### config.mk
export PLATFORM = sky130hd
export DESIGN_NAME = dmc_data_config
export DESIGN_NICKNAME = d
export VERILOG_FILES = /design/src/core/dmc_pkg.sv /design/src/core/dmc_pin_sync.sv /design/src/core/dmc_lane_mux.sv /design/src/core/dmc_data_config.sv
export VERILOG_INCLUDE_DIRS = /design/src /design/src/core
export SDC_FILE = /design/constraint.sdc
export NUM_CORES = 1
export LEC_CHECK = 0
export BUFFER_PORTS_ARGS = -buffer_cell sky130_fd_sc_hd__clkbuf_2
export CORE_AREA = 2 2 88 90
export DETAILED_ROUTE_END_ITERATION = 6
export DIE_AREA = 0 0 90 92
export HOLD_SLACK_MARGIN = 0.03
export PLACE_DENSITY = 0.89
export SLEW_MARGIN = 20
export SYNTH_ARGS = -nofsm -noshare
export SYNTH_HDL_FRONTEND = slang
export SYNTH_SLANG_ARGS = --single-unit
### constraint.sdc
create_clock -name clk_sys -period 4.4 [get_ports clk_sys]
set_clock_uncertainty 0.05 [all_clocks]
set_input_delay 0.44 -clock clk_sys [delete_from_list [all_inputs] [get_ports clk_sys]]
set_output_delay 0.44 -clock clk_sys [all_outputs]
set_load 0.02 [all_outputs]
### src/core/dmc_defs.svh
// Register offsets, field positions, reset values, FIFO depth and synchroniser depth of the DMA data configuration block.
`ifndef DMC_DEFS_SVH
`define DMC_DEFS_SVH
`define DMC_OFF_DATA_CONFIG   4'hE
`define DMC_OFF_XMIT_CONFIG   4'hD
`define DMC_OFF_RSA0          4'h8
`define DMC_OFF_RSA1          4'h9
`define DMC_BIT_WIDTH         0
`define DMC_BIT_ORDER         1
`define DMC_BIT_LONG          2
`define DMC_BIT_LOOPSEL       3
`define DMC_BIT_AUTO          4
`define DMC_BIT_FT_LO         5
`define DMC_BIT_FT_HI         6
`define DMC_BIT_LB_LO         1
`define DMC_BIT_LB_HI         2
`define DMC_DATA_CONFIG_RESET 7'h04
`define DMC_XMIT_CONFIG_RESET 2'h0
`define DMC_FIFO_BYTES        5'h10
`define DMC_PIN_SYNC_STAGES   3
`endif

### src/core/dmc_pkg.sv
// Types shared by the DMA data configuration block.
package dmc_pkg;
    typedef enum logic [1:0] {
        DMC_LOOP_NORMAL   = 2'b00,
        DMC_LOOP_INTERNAL = 2'b01,
        DMC_LOOP_EXT_PIN  = 2'b10,
        DMC_LOOP_EXT_NOPIN = 2'b11
    } dmc_loop_t;
    typedef enum logic [1:0] {
        DMC_DIR_IDLE = 2'b00,
        DMC_DIR_RECV = 2'b01,
        DMC_DIR_XMIT = 2'b10
    } dmc_dir_t;
endpackage

### src/core/dmc_pin_sync.sv
// Three-stage synchroniser for one pin input; a change counts once stages two and three agree.
`timescale 1ns/1ns
`default_nettype none
module dmc_pin_sync (
    input  wire logic clk_sys,
    input  wire logic reset_n,
    input  wire logic pin,
    output var  logic level
);
    logic [2:0] stage;
    logic [2:0] next_stage;
    logic       next_level;

    // Shift the pin in; the first stage feeds only the second.
    always_comb begin
        next_stage = {stage[1:0], pin};
        next_level = (stage[2] == stage[1]) ? stage[1] : level;
    end

    always_ff @(posedge clk_sys or negedge reset_n) begin
        if (!reset_n) begin
            stage <= 3'h0;
            level <= 1'b0;
        end else begin
            stage <= next_stage;
            level <= next_level;
        end
    end
endmodule
`default_nettype wire

### src/core/dmc_lane_mux.sv
// Places a 16-bit memory word onto the data lanes for the selected width and byte order.
`timescale 1ns/1ns
`default_nettype none
module dmc_lane_mux (
    input  wire logic [15:0] word_in,
    input  wire logic        word_mode,
    input  wire logic        lane_swap,
    input  wire logic        addr_bit0,
    output logic [15:0]      lanes
);
    // Byte mode ignores the swap bit and puts the addressed byte on the lower lanes.
    always_comb begin
        if (!word_mode) begin
            lanes = {8'h00, addr_bit0 ? word_in[7:0] : word_in[15:8]}; // see RQ5
        end else if (lane_swap) begin
            lanes = {word_in[7:0], word_in[15:8]}; // see RQ4
        end else begin
            lanes = word_in; // see RQ4
        end
    end
endmodule
`default_nettype wire

### src/core/dmc_data_config.sv
// DMA data configuration register and the DMA addressing, lane, threshold and request logic it steers.
`timescale 1ns/1ns
`default_nettype none
`include "dmc_defs.svh"

// The block keeps the data configuration, the loop field of the transmit configuration and the
// remote start address, and turns them into width, lane, address, loopback and bus request behaviour.
// Limitations: the FIFO, the byte counters and the network side live elsewhere; this block only sees
// the fill level and the transfer strobes. The registers are write only and cannot be read back.
// Send-packet with swapped lane order is not refused here; keeping the two apart is up to the host.

// How it works
// RQ1: Transfer-width bit 0 gives byte DMA, 1 gives word DMA.
// RQ2: One width setting serves both remote and local DMA channels.
// RQ3: Word mode forces address bit 0 low, spanning 32k words.
// RQ4: Order bit 0 puts high byte on upper lanes; 1 swaps lanes.
// RQ5: Order bit is ignored in byte mode.
// RQ6: Long-address bit 0 gives two 16-bit channels; 1 gives 32-bit.
// RQ7: In 32-bit mode remote start address drives address bits 16 to 31.
// RQ8: Long-address bit resets to 1.
// RQ9: Loopback-select 0 enables loopback; host also programs transmit loop field.
// RQ10: Auto-init bit lets send-packet start remote DMA; otherwise command ignored.
// RQ11: Hosts using swapped byte order must not use send-packet.
// RQ12: Receive bus request at threshold 1/2/4/6 words or 2/4/8/12 bytes.
// RQ13: Transmit bus request at sixteen bytes minus receive threshold.
// RQ14: Burst length equals the programmed threshold.
// RQ15: Host writes configuration before loading remote byte counts.
// RQ16: Loop field picks mode; only code 10 drives loopback pin high.
// RQ17: Top configuration bit is ignored.
module dmc_data_config
    import dmc_pkg::*;
#(
    parameter logic [4:0] FIFO_BYTES = `DMC_FIFO_BYTES
)
(
    input  wire logic        clk_sys,
    input  wire logic        reset_n,
    input  wire logic [3:0]  reg_addr,
    input  wire logic [7:0]  reg_wdata,
    input  wire logic        reg_write,
    input  wire logic        send_packet_cmd,
    input  wire logic        recv_active,
    input  wire logic        xmit_active,
    input  wire logic [4:0]  fifo_bytes,
    input  wire logic        bus_ack_pin,
    input  wire logic        dma_strobe,
    input  wire logic        remote_sel,
    input  wire logic [15:0] local_addr,
    input  wire logic [15:0] remote_addr,
    input  wire logic [15:0] mem_word,
    output logic             bus_request,
    output logic [15:0]      dma_addr_lo,
    output logic [15:0]      dma_addr_hi,
    output logic             dma_addr_hi_en,
    output logic [7:0]       upper_data_lanes,
    output logic [7:0]       lower_data_lanes,
    output logic             word_transfer,
    output logic             loopback_active,
    output logic             loopback_out_pin,
    output logic             remote_auto_start,
    output logic [3:0]       burst_remaining
);
    // A FIFO no deeper than the largest receive level would leave no transmit level at all.
    if (FIFO_BYTES <= 5'h0C) begin : g_fifo_depth_check
        $error("FIFO depth must exceed the largest receive threshold.");
    end
    // Word mode counts two bytes per word, so an odd depth would leave half a word unusable.
    if (FIFO_BYTES[0]) begin : g_fifo_even_check
        $error("FIFO depth must be an even number of bytes.");
    end

    // Stored registers and their next values.
    logic [6:0]  dma_data_config;
    logic [1:0]  transmit_config;
    logic [15:0] remote_start_address;
    logic [6:0]  next_config;
    logic [1:0]  next_xmit;
    logic [15:0] next_rsa;

    // One wire per configuration bit, named for what it does.
    logic transfer_width_select;
    logic byte_lane_order;
    logic long_address_select;
    logic loopback_select;
    logic auto_remote_init;
    logic fifo_threshold_lo;
    logic fifo_threshold_hi;
    logic loop_mode_lo;
    logic loop_mode_hi;

    // Field decode from the stored registers.
    assign transfer_width_select = dma_data_config[`DMC_BIT_WIDTH];
    assign byte_lane_order       = dma_data_config[`DMC_BIT_ORDER];
    assign long_address_select   = dma_data_config[`DMC_BIT_LONG];
    assign loopback_select       = dma_data_config[`DMC_BIT_LOOPSEL];
    assign auto_remote_init      = dma_data_config[`DMC_BIT_AUTO];
    assign fifo_threshold_lo     = dma_data_config[`DMC_BIT_FT_LO];
    assign fifo_threshold_hi     = dma_data_config[`DMC_BIT_FT_HI];
    assign loop_mode_lo          = transmit_config[0];
    assign loop_mode_hi          = transmit_config[1];

    // Register writes. Bit 7 of the data configuration is simply not stored, so a host that sets it
    // sees no effect. Nothing here can be read back, so software that wants to change one field at a
    // time must keep its own copy of the whole byte.
    always_comb begin
        next_config = dma_data_config;
        next_xmit   = transmit_config;
        next_rsa    = remote_start_address;
        // Hold everything by default; only the addressed register takes the new byte.
        if (reg_write) begin
            unique case (reg_addr)
                `DMC_OFF_DATA_CONFIG: next_config = reg_wdata[6:0]; // see RQ17
                `DMC_OFF_XMIT_CONFIG: next_xmit = reg_wdata[`DMC_BIT_LB_HI:`DMC_BIT_LB_LO];
                `DMC_OFF_RSA0:        next_rsa = {remote_start_address[15:8], reg_wdata};
                `DMC_OFF_RSA1:        next_rsa = {reg_wdata, remote_start_address[7:0]};
                default:              next_config = dma_data_config;
            endcase
        end
    end

    // Long address comes up set so 32-bit addressing is the default.
    // The loop field comes up at normal operation, so a fresh device leaves the loopback pin low.
    // The remote start address comes up zero; a host that uses 32-bit mode writes it first.
    always_ff @(posedge clk_sys or negedge reset_n) begin
        if (!reset_n) begin
            dma_data_config      <= `DMC_DATA_CONFIG_RESET; // see RQ8
            transmit_config      <= `DMC_XMIT_CONFIG_RESET;
            remote_start_address <= 16'h0000;
        end else begin
            dma_data_config      <= next_config;
            transmit_config      <= next_xmit;
            remote_start_address <= next_rsa;
        end
    end

    // The bus grant comes from another party, so it is synchronised. The grant is seen three to four
    // clocks after the pin rises; strobes before that are not counted, which costs latency but never
    // lets a transfer be counted against a grant that has not settled.
    logic bus_ack;
    dmc_pin_sync u_ack_sync (
        .clk_sys (clk_sys),
        .reset_n (reset_n),
        .pin     (bus_ack_pin),
        .level   (bus_ack)
    );

    // Threshold in bytes; word mode counts two bytes per word, so one table serves both widths.
    // The transmit level is what is left of the FIFO once the receive level is taken out.
    logic [4:0] recv_thresh;
    logic [4:0] xmit_thresh;
    logic [3:0] burst_units;
    always_comb begin
        // Codes 00 to 11 give 2, 4, 8 and 12 bytes.
        unique case ({fifo_threshold_hi, fifo_threshold_lo})
            2'b00: recv_thresh = 5'h02; // see RQ12
            2'b01: recv_thresh = 5'h04;
            2'b10: recv_thresh = 5'h08;
            2'b11: recv_thresh = 5'h0C;
        endcase
        xmit_thresh = FIFO_BYTES - recv_thresh; // see RQ13
        // One burst moves the threshold's worth of bytes, halved when words move.
        // Burst length is fixed when the request goes up; a later threshold write waits for the next burst.
        burst_units = transfer_width_select ? recv_thresh[4:1] : recv_thresh[3:0]; // see RQ14
    end

    // Request and burst sequencing. In idle, reception is looked at first, so a receive FIFO that
    // reaches its level is never starved by a transmit refill. Once the request is up it stays up until
    // the burst count has been run down by strobes under a settled grant; the FIFO level is not looked
    // at in the meantime, so a burst always has the programmed length even if the fill moves.
    // The request drops for at least one clock between bursts, which lets the bus owner rearbitrate.
    dmc_dir_t   dir;
    dmc_dir_t   next_dir;
    logic [3:0] next_burst;
    logic       next_bus_request;
    logic       fifo_empty_room;
    // The fill level comes from logic on this clock, so it is used without synchronising.
    // A fill count above the depth is taken as no room at all rather than wrapping round.
    assign fifo_empty_room = (fifo_bytes <= FIFO_BYTES) && ((FIFO_BYTES - fifo_bytes) >= xmit_thresh);
    always_comb begin
        next_dir   = dir;
        next_burst = burst_remaining;
        next_bus_request  = bus_request;
        unique case (dir)
            DMC_DIR_IDLE: begin
                // Idle: wait for a level to be crossed.
                if (recv_active && fifo_bytes >= recv_thresh) begin
                    next_dir   = DMC_DIR_RECV; // see RQ12
                    next_bus_request  = 1'b1;
                    next_burst = burst_units;
                end else if (xmit_active && fifo_empty_room) begin
                    // Room for the transmit threshold means local DMA filling can begin.
                    next_dir   = DMC_DIR_XMIT; // see RQ13
                    next_bus_request  = 1'b1;
                    next_burst = burst_units;
                end
            end
            DMC_DIR_RECV, DMC_DIR_XMIT: begin
                // Busy: count strobes that arrive under a settled grant.
                if (bus_ack && dma_strobe) begin
                    next_burst = burst_remaining - 4'h1; // see RQ14
                    if (burst_remaining == 4'h1) begin
                        next_dir  = DMC_DIR_IDLE;
                        next_bus_request = 1'b0;
                    end
                end
            end
            default: begin
                // An unused state code returns to idle with the request down.
                next_dir  = DMC_DIR_IDLE;
                next_bus_request = 1'b0;
            end
        endcase
    end

    // Request state registers; the request output comes straight from its flop.
    always_ff @(posedge clk_sys or negedge reset_n) begin
        if (!reset_n) begin
            dir             <= DMC_DIR_IDLE;
            burst_remaining <= 4'h0;
            bus_request     <= 1'b0;
        end else begin
            dir             <= next_dir;
            burst_remaining <= next_burst;
            bus_request     <= next_bus_request;
        end
    end

    // Address and lane formation; one width bit serves both channels. The channel address is taken
    // as given and only bit 0 is masked in word mode, so a word access never straddles two words and
    // word addressing covers 32k words. The lane and address outputs lag their inputs by one clock.
    logic [15:0] sel_addr;
    logic [15:0] lanes;
    logic [15:0] next_addr_lo;
    logic [15:0] next_addr_hi;
    logic        next_hi_en;
    // Lane placement is shared by both channels; the width and order bits and address bit 0 steer it.
    dmc_lane_mux u_lanes (
        .word_in   (mem_word),
        .word_mode (transfer_width_select), // see RQ1
        .lane_swap (byte_lane_order),
        .addr_bit0 (sel_addr[0]),
        .lanes     (lanes)
    );
    always_comb begin
        // The channel select picks which address the shared lanes and the lower address output follow.
        sel_addr     = remote_sel ? remote_addr : local_addr; // see RQ2
        next_addr_lo = {sel_addr[15:1], sel_addr[0] & ~transfer_width_select}; // see RQ3
        // Dual mode leaves the upper half undriven so each channel stays 16 bits.
        next_hi_en   = long_address_select && bus_ack; // see RQ6
        // The upper half carries the start address even between grants; only the enable marks it valid.
        next_addr_hi = long_address_select ? remote_start_address : 16'h0000; // see RQ7
    end

    // Loopback: the pin is high only in external mode code 10. The pin follows the loop field alone,
    // so the transceiver side is switched even while the select bit still asks for normal operation;
    // the host is expected to set both before any traffic.
    logic next_loop_active;
    logic next_loop_pin;
    logic next_auto;
    always_comb begin
        // Loopback needs both the select bit low and a loop field other than normal.
        next_loop_active = !loopback_select && ({loop_mode_hi, loop_mode_lo} != DMC_LOOP_NORMAL); // see RQ9
        next_loop_pin    = ({loop_mode_hi, loop_mode_lo} == DMC_LOOP_EXT_PIN); // see RQ16
        // Send-packet is dropped unless auto-init is set.
        next_auto        = send_packet_cmd && auto_remote_init; // see RQ10
    end

    // Address outputs; the upper half is only enabled while a settled grant is held.
    always_ff @(posedge clk_sys or negedge reset_n) begin
        if (!reset_n) begin
            dma_addr_lo    <= 16'h0000;
            dma_addr_hi    <= 16'h0000;
            dma_addr_hi_en <= 1'b0;
        end else begin
            dma_addr_lo    <= next_addr_lo;
            dma_addr_hi    <= next_addr_hi;
            dma_addr_hi_en <= next_hi_en;
        end
    end

    // Data lanes and the width flag move together, so the lanes never disagree with the flag.
    always_ff @(posedge clk_sys or negedge reset_n) begin
        if (!reset_n) begin
            upper_data_lanes <= 8'h00;
            lower_data_lanes <= 8'h00;
            word_transfer    <= 1'b0;
        end else begin
            upper_data_lanes <= lanes[15:8];
            lower_data_lanes <= lanes[7:0];
            word_transfer    <= transfer_width_select; // see RQ1
        end
    end

    // Mode flags and the auto start, which follows the gated command one clock later for as long as it is held.
    always_ff @(posedge clk_sys or negedge reset_n) begin
        if (!reset_n) begin
            loopback_active   <= 1'b0;
            loopback_out_pin  <= 1'b0;
            remote_auto_start <= 1'b0;
        end else begin
            loopback_active   <= next_loop_active;
            loopback_out_pin  <= next_loop_pin;
            remote_auto_start <= next_auto;
        end
    end
endmodule
`default_nettype wire

==> metrics.md <==
| Metric | Value |
|---|---|
| Top cell family by delay on the critical path | `adder cells` |
| Clk sinks | `89` |
| Synth area leader | `dfrtp_1` |
| Crit Path Category | `input port to flop` |
| LEAKAGE | `2.38 nW` |
| Pwr Density | `514 mW/mm^2` |
| Slew headroom | `47.8%` |
| Root Driver | `clkbuf_8` |
| Die width | `90 um` |
| Max Fclk | `0.391 GHz` |
| Crit share post-route | `58.2%` |
| Mean Syn Cell Area | `13.9 um^2` |
| H-tree depth | `3` |
| Top cell type's share of synthesized area | `58.7%` |
| Synth cell types | `43` |
| Layout net count | `491` |
| Vias/cell | `4.96` |
| P&R area growth vs syn | `26.3%` |
| Critical-path cell list | `clkbuf_2 -> inv_1 -> ha_1 -> nor3b_1 -> ha_1 -> ha_1 -> nand3_1 -> a21oi_2 -> o221ai_4 -> a32oi_4 -> mux2_1` |
| Crit path required time | `4.57 ns` |
| Mapped cell area | `0.00375 mm^2` |
| Critical Path Most Common Cell | `ha_1` |
| Slowest CP cell | `mux2_1` |
| Ys flop type | `dfrtp_1` |
| FF+latch count, synth | `89` |
| # port buffers | `131` |
| Clock buffer depth | `2` |
| Status | `finished clean` |
| Initial antenna violation count | `0` |
| Row count | `32` |
| Largest net degree at the start of global routing | `90` |
| Setup TNS Final | `0 ns` |
| RD Place Congestion | `0.815` |
| CP startpoint | `fifo_bytes[1]` |
| Most instantiated library cell after synthesis | `dfrtp_1` |
| Post-synth top cells | `dfrtp_1 (88), mux2_1 (39), and2_1 (20), ha_1 (12)` |
| Post-Route WL | `7190 um` |
| Iter 0 DRT Violations | `99` |
| R2R Setup Slk | `2.22 ns` |
| CTS tree | `built` |
| Final setup fails | `0` |
| Worst hold path class | `input port to asynchronous set/reset pin` |
| Core box area | `0.00745 mm^2` |
| Post-DP HPWL | `5380 um` |
| Postcts setup bufs | `0` |
| Die area | `0.00828 mm^2` |
| Drt wl/cell | `14.0 um` |
| Seq/Total Area, Yosys | `59.4%` |
| Worst-Skew Late Latency | `0.35 ns` |
| Worst Reg-to-Reg Cells | `8` |
| RSZ-0062 raised after global routing | `false` |
| End of the critical path | `burst_remaining[1]` |
| Crit Reg-Reg Startpoint | `dma_data_config[6]` |
| Initial core utilization | `50.3%` |
| Synthesized netlist cell count | `270` |
| WP buf/inv | `2` |
| YS warnings | `0` |
| Largest cells by area after synthesis | `dfrtp_1 (59%), mux2_1 (12%), ha_1 (4.0%)` |
| MaxCap Viol Count | `0` |
| Diodes inserted | `0` |
| Vias | `2539` |
| Final worst path period need | `2.56 ns` |
| Post-synth ARST share | `100%` |
| Die Y | `92 um` |
| Io pins | `132` |
| Final Hold Viols | `0` |
| Worst slew pin tran | `0.783 ns` |
| Antenna Violating Nets Remaining | `0` |
| WP data arrival | `2.74 ns` |
| Hold Buf Count CTS | `0` |
| Placed Cells | `496` |
| First-pass DRT Iterations | `4` |
| Crit end category | `flop` |
| Layout cells sized above 1 | `40.7%` |
| Clock transition at path regs | `0.09 ns` |
| Fillers | `613` |
| Remaining DRCs | `0` |
| EDFF count, synth | `0` |
| GRT overflow | `0` |
| Max incr delay on CP | `0.35 ns` |
| Final Instance Count excl. Fillers | `512` |
| First-pass GRT wire length | `11900 um` |
| Pins over their slew limit | `0` |
| Peak VDD IR | `0.311 mV` |
| Reg-to-Reg End | `burst_remaining[1]` |
| Post_cts resized | `0` |
| Vias in the first global route | `2656` |
| Num CTS Buffers | `9` |
| GRT Util Overall | `18.3%` |
| Crit. path cell count | `11` |
| Net Count, Synth | `356` |
| Crit-path max FO | `6` |
| Critical Path Start Type | `input port` |
[layout by cell type (no fill, tap or decap), drive strengths merged, types with 3 or more instances in the layout]
| master | Yosys | routed |
|---|---|---|
| dfrtp | 88 | 88 |
| a21oi | 6 | 6 |
| nor3b | 3 | 3 |
| nand2b | 3 | 3 |
| clkbuf | 5 | 139 |
| mux2 | 49 | 49 |
| mux2i | 11 | 11 |
| ha | 12 | 12 |
| nand3 | 5 | 5 |
| nor3 | 3 | 3 |
| nor2b | 9 | 9 |
| nor2 | 9 | 9 |
| nand2 | 9 | 9 |
| inv | 10 | 13 |
| and2 | 20 | 20 |
| o21ai | 5 | 5 |
[routing by layer]
layer  routed length (um)  track usage [%]  up-vias
met4                   62             7.31        0
met2                 3710             31.4       89
met1                 2860             21.2     1234
met3                  554             6.41        8
met5                    0                0        -
li1                     -                -     1208
[per-stage QoR]
step | utilization (%) | hold slack, ns | cell area, um^2 | power, mW | worst slack (ns)
after floorplan | - | 0.0944 | 3750 | 1.59 | 1.83
after global placement | 60.5 | 0.283 | 4510 | 1.80 | 1.62
after detailed placement | 60.5 | 0.289 | 4510 | 1.84 | 1.47
after CTS | 63.5 | 0.120 | 4730 | 2.46 | 1.84
after global routing | 63.6 | 0.112 | 4730 | 2.58 | 1.69
final | 63.6 | 0.0791 | 4730 | 2.43 | 1.84
[report_power, final]
part	internal (mW)	switching, mW	leakage (nW)
Combinational	0.314	0.412	1.17
Clock	0.326	0.295	0.115
Sequential	0.980	0.106	1.10
Total	1.62	0.813	2.38
[kinds of logic (layout without fill, tap and decap cells)]
family	Yosys count	count (layout)	synth area share [%]
XOR/XNOR	3	3	0.701
buffers and inverters	17	157	1.74
flip-flops	89	89	59.4
multiplexers	60	60	18.0
adder cells (fa/ha/maj)	13	13	4.27
AO/OA/AOI/OAI	24	24	5.51
other	1	1	0.100
AND/OR/NAND/NOR	63	63	10.2
[registers in the layout (all words and copies together), names as in the netlist]
signal	cells
dma_addr_hi	16
dma_addr_lo	16
remote_start_address	16
lower_data_lanes	8
upper_data_lanes	8
dma_data_config	7
burst_remaining	4
u_ack_sync.stage	3
dir	2
transmit_config	2
bus_request	1
dma_addr_hi_en	1
loopback_active	1
loopback_out_pin	1
remote_auto_start	1
u_ack_sync.level	1
word_transfer	1
[worst min path at each step]
stage / from / slack, ns / endpoint / cells past startpoint
after floorplan: reset_n / 0.09 / burst_remaining[0] / 0
after detailed placement: u_ack_sync.stage[0] / 0.29 / u_ack_sync.stage[1] / 0
after CTS: bus_ack_pin / 0.12 / u_ack_sync.stage[0] / 1
final: reset_n / 0.08 / upper_data_lanes[4] / 1
after global routing: bus_ack_pin / 0.11 / u_ack_sync.stage[0] / 1
after global placement: u_ack_sync.stage[0] / 0.28 / u_ack_sync.stage[1] / 0
[final cells by class]
| class | count | area (um^2) | share of cell area, % |
|---|---|---|---|
| inverters | 10 | 37.5 | 0.793 |
| well taps | 102 | 128 | 2.70 |
| repair buffers | 131 | 662 | 14.0 |
| clock inverters | 7 | 100 | 2.11 |
| clock buffers | 9 | 124 | 2.62 |
| multi-input cells | 164 | 1460 | 30.7 |
| flip-flops and latches | 89 | 2230 | 47.1 |
[worst register-to-register path: stages, from the launching register on]
cell      delay (ns)
dfrtp_1         0.42
inv_1           0.17
nor2_1          0.06
ha_1            0.29
nand3_1         0.09
a21oi_2         0.16
o221ai_4        0.17
a32oi_4         0.29
mux2_1          0.35
(Power assumes the default switching activity.)
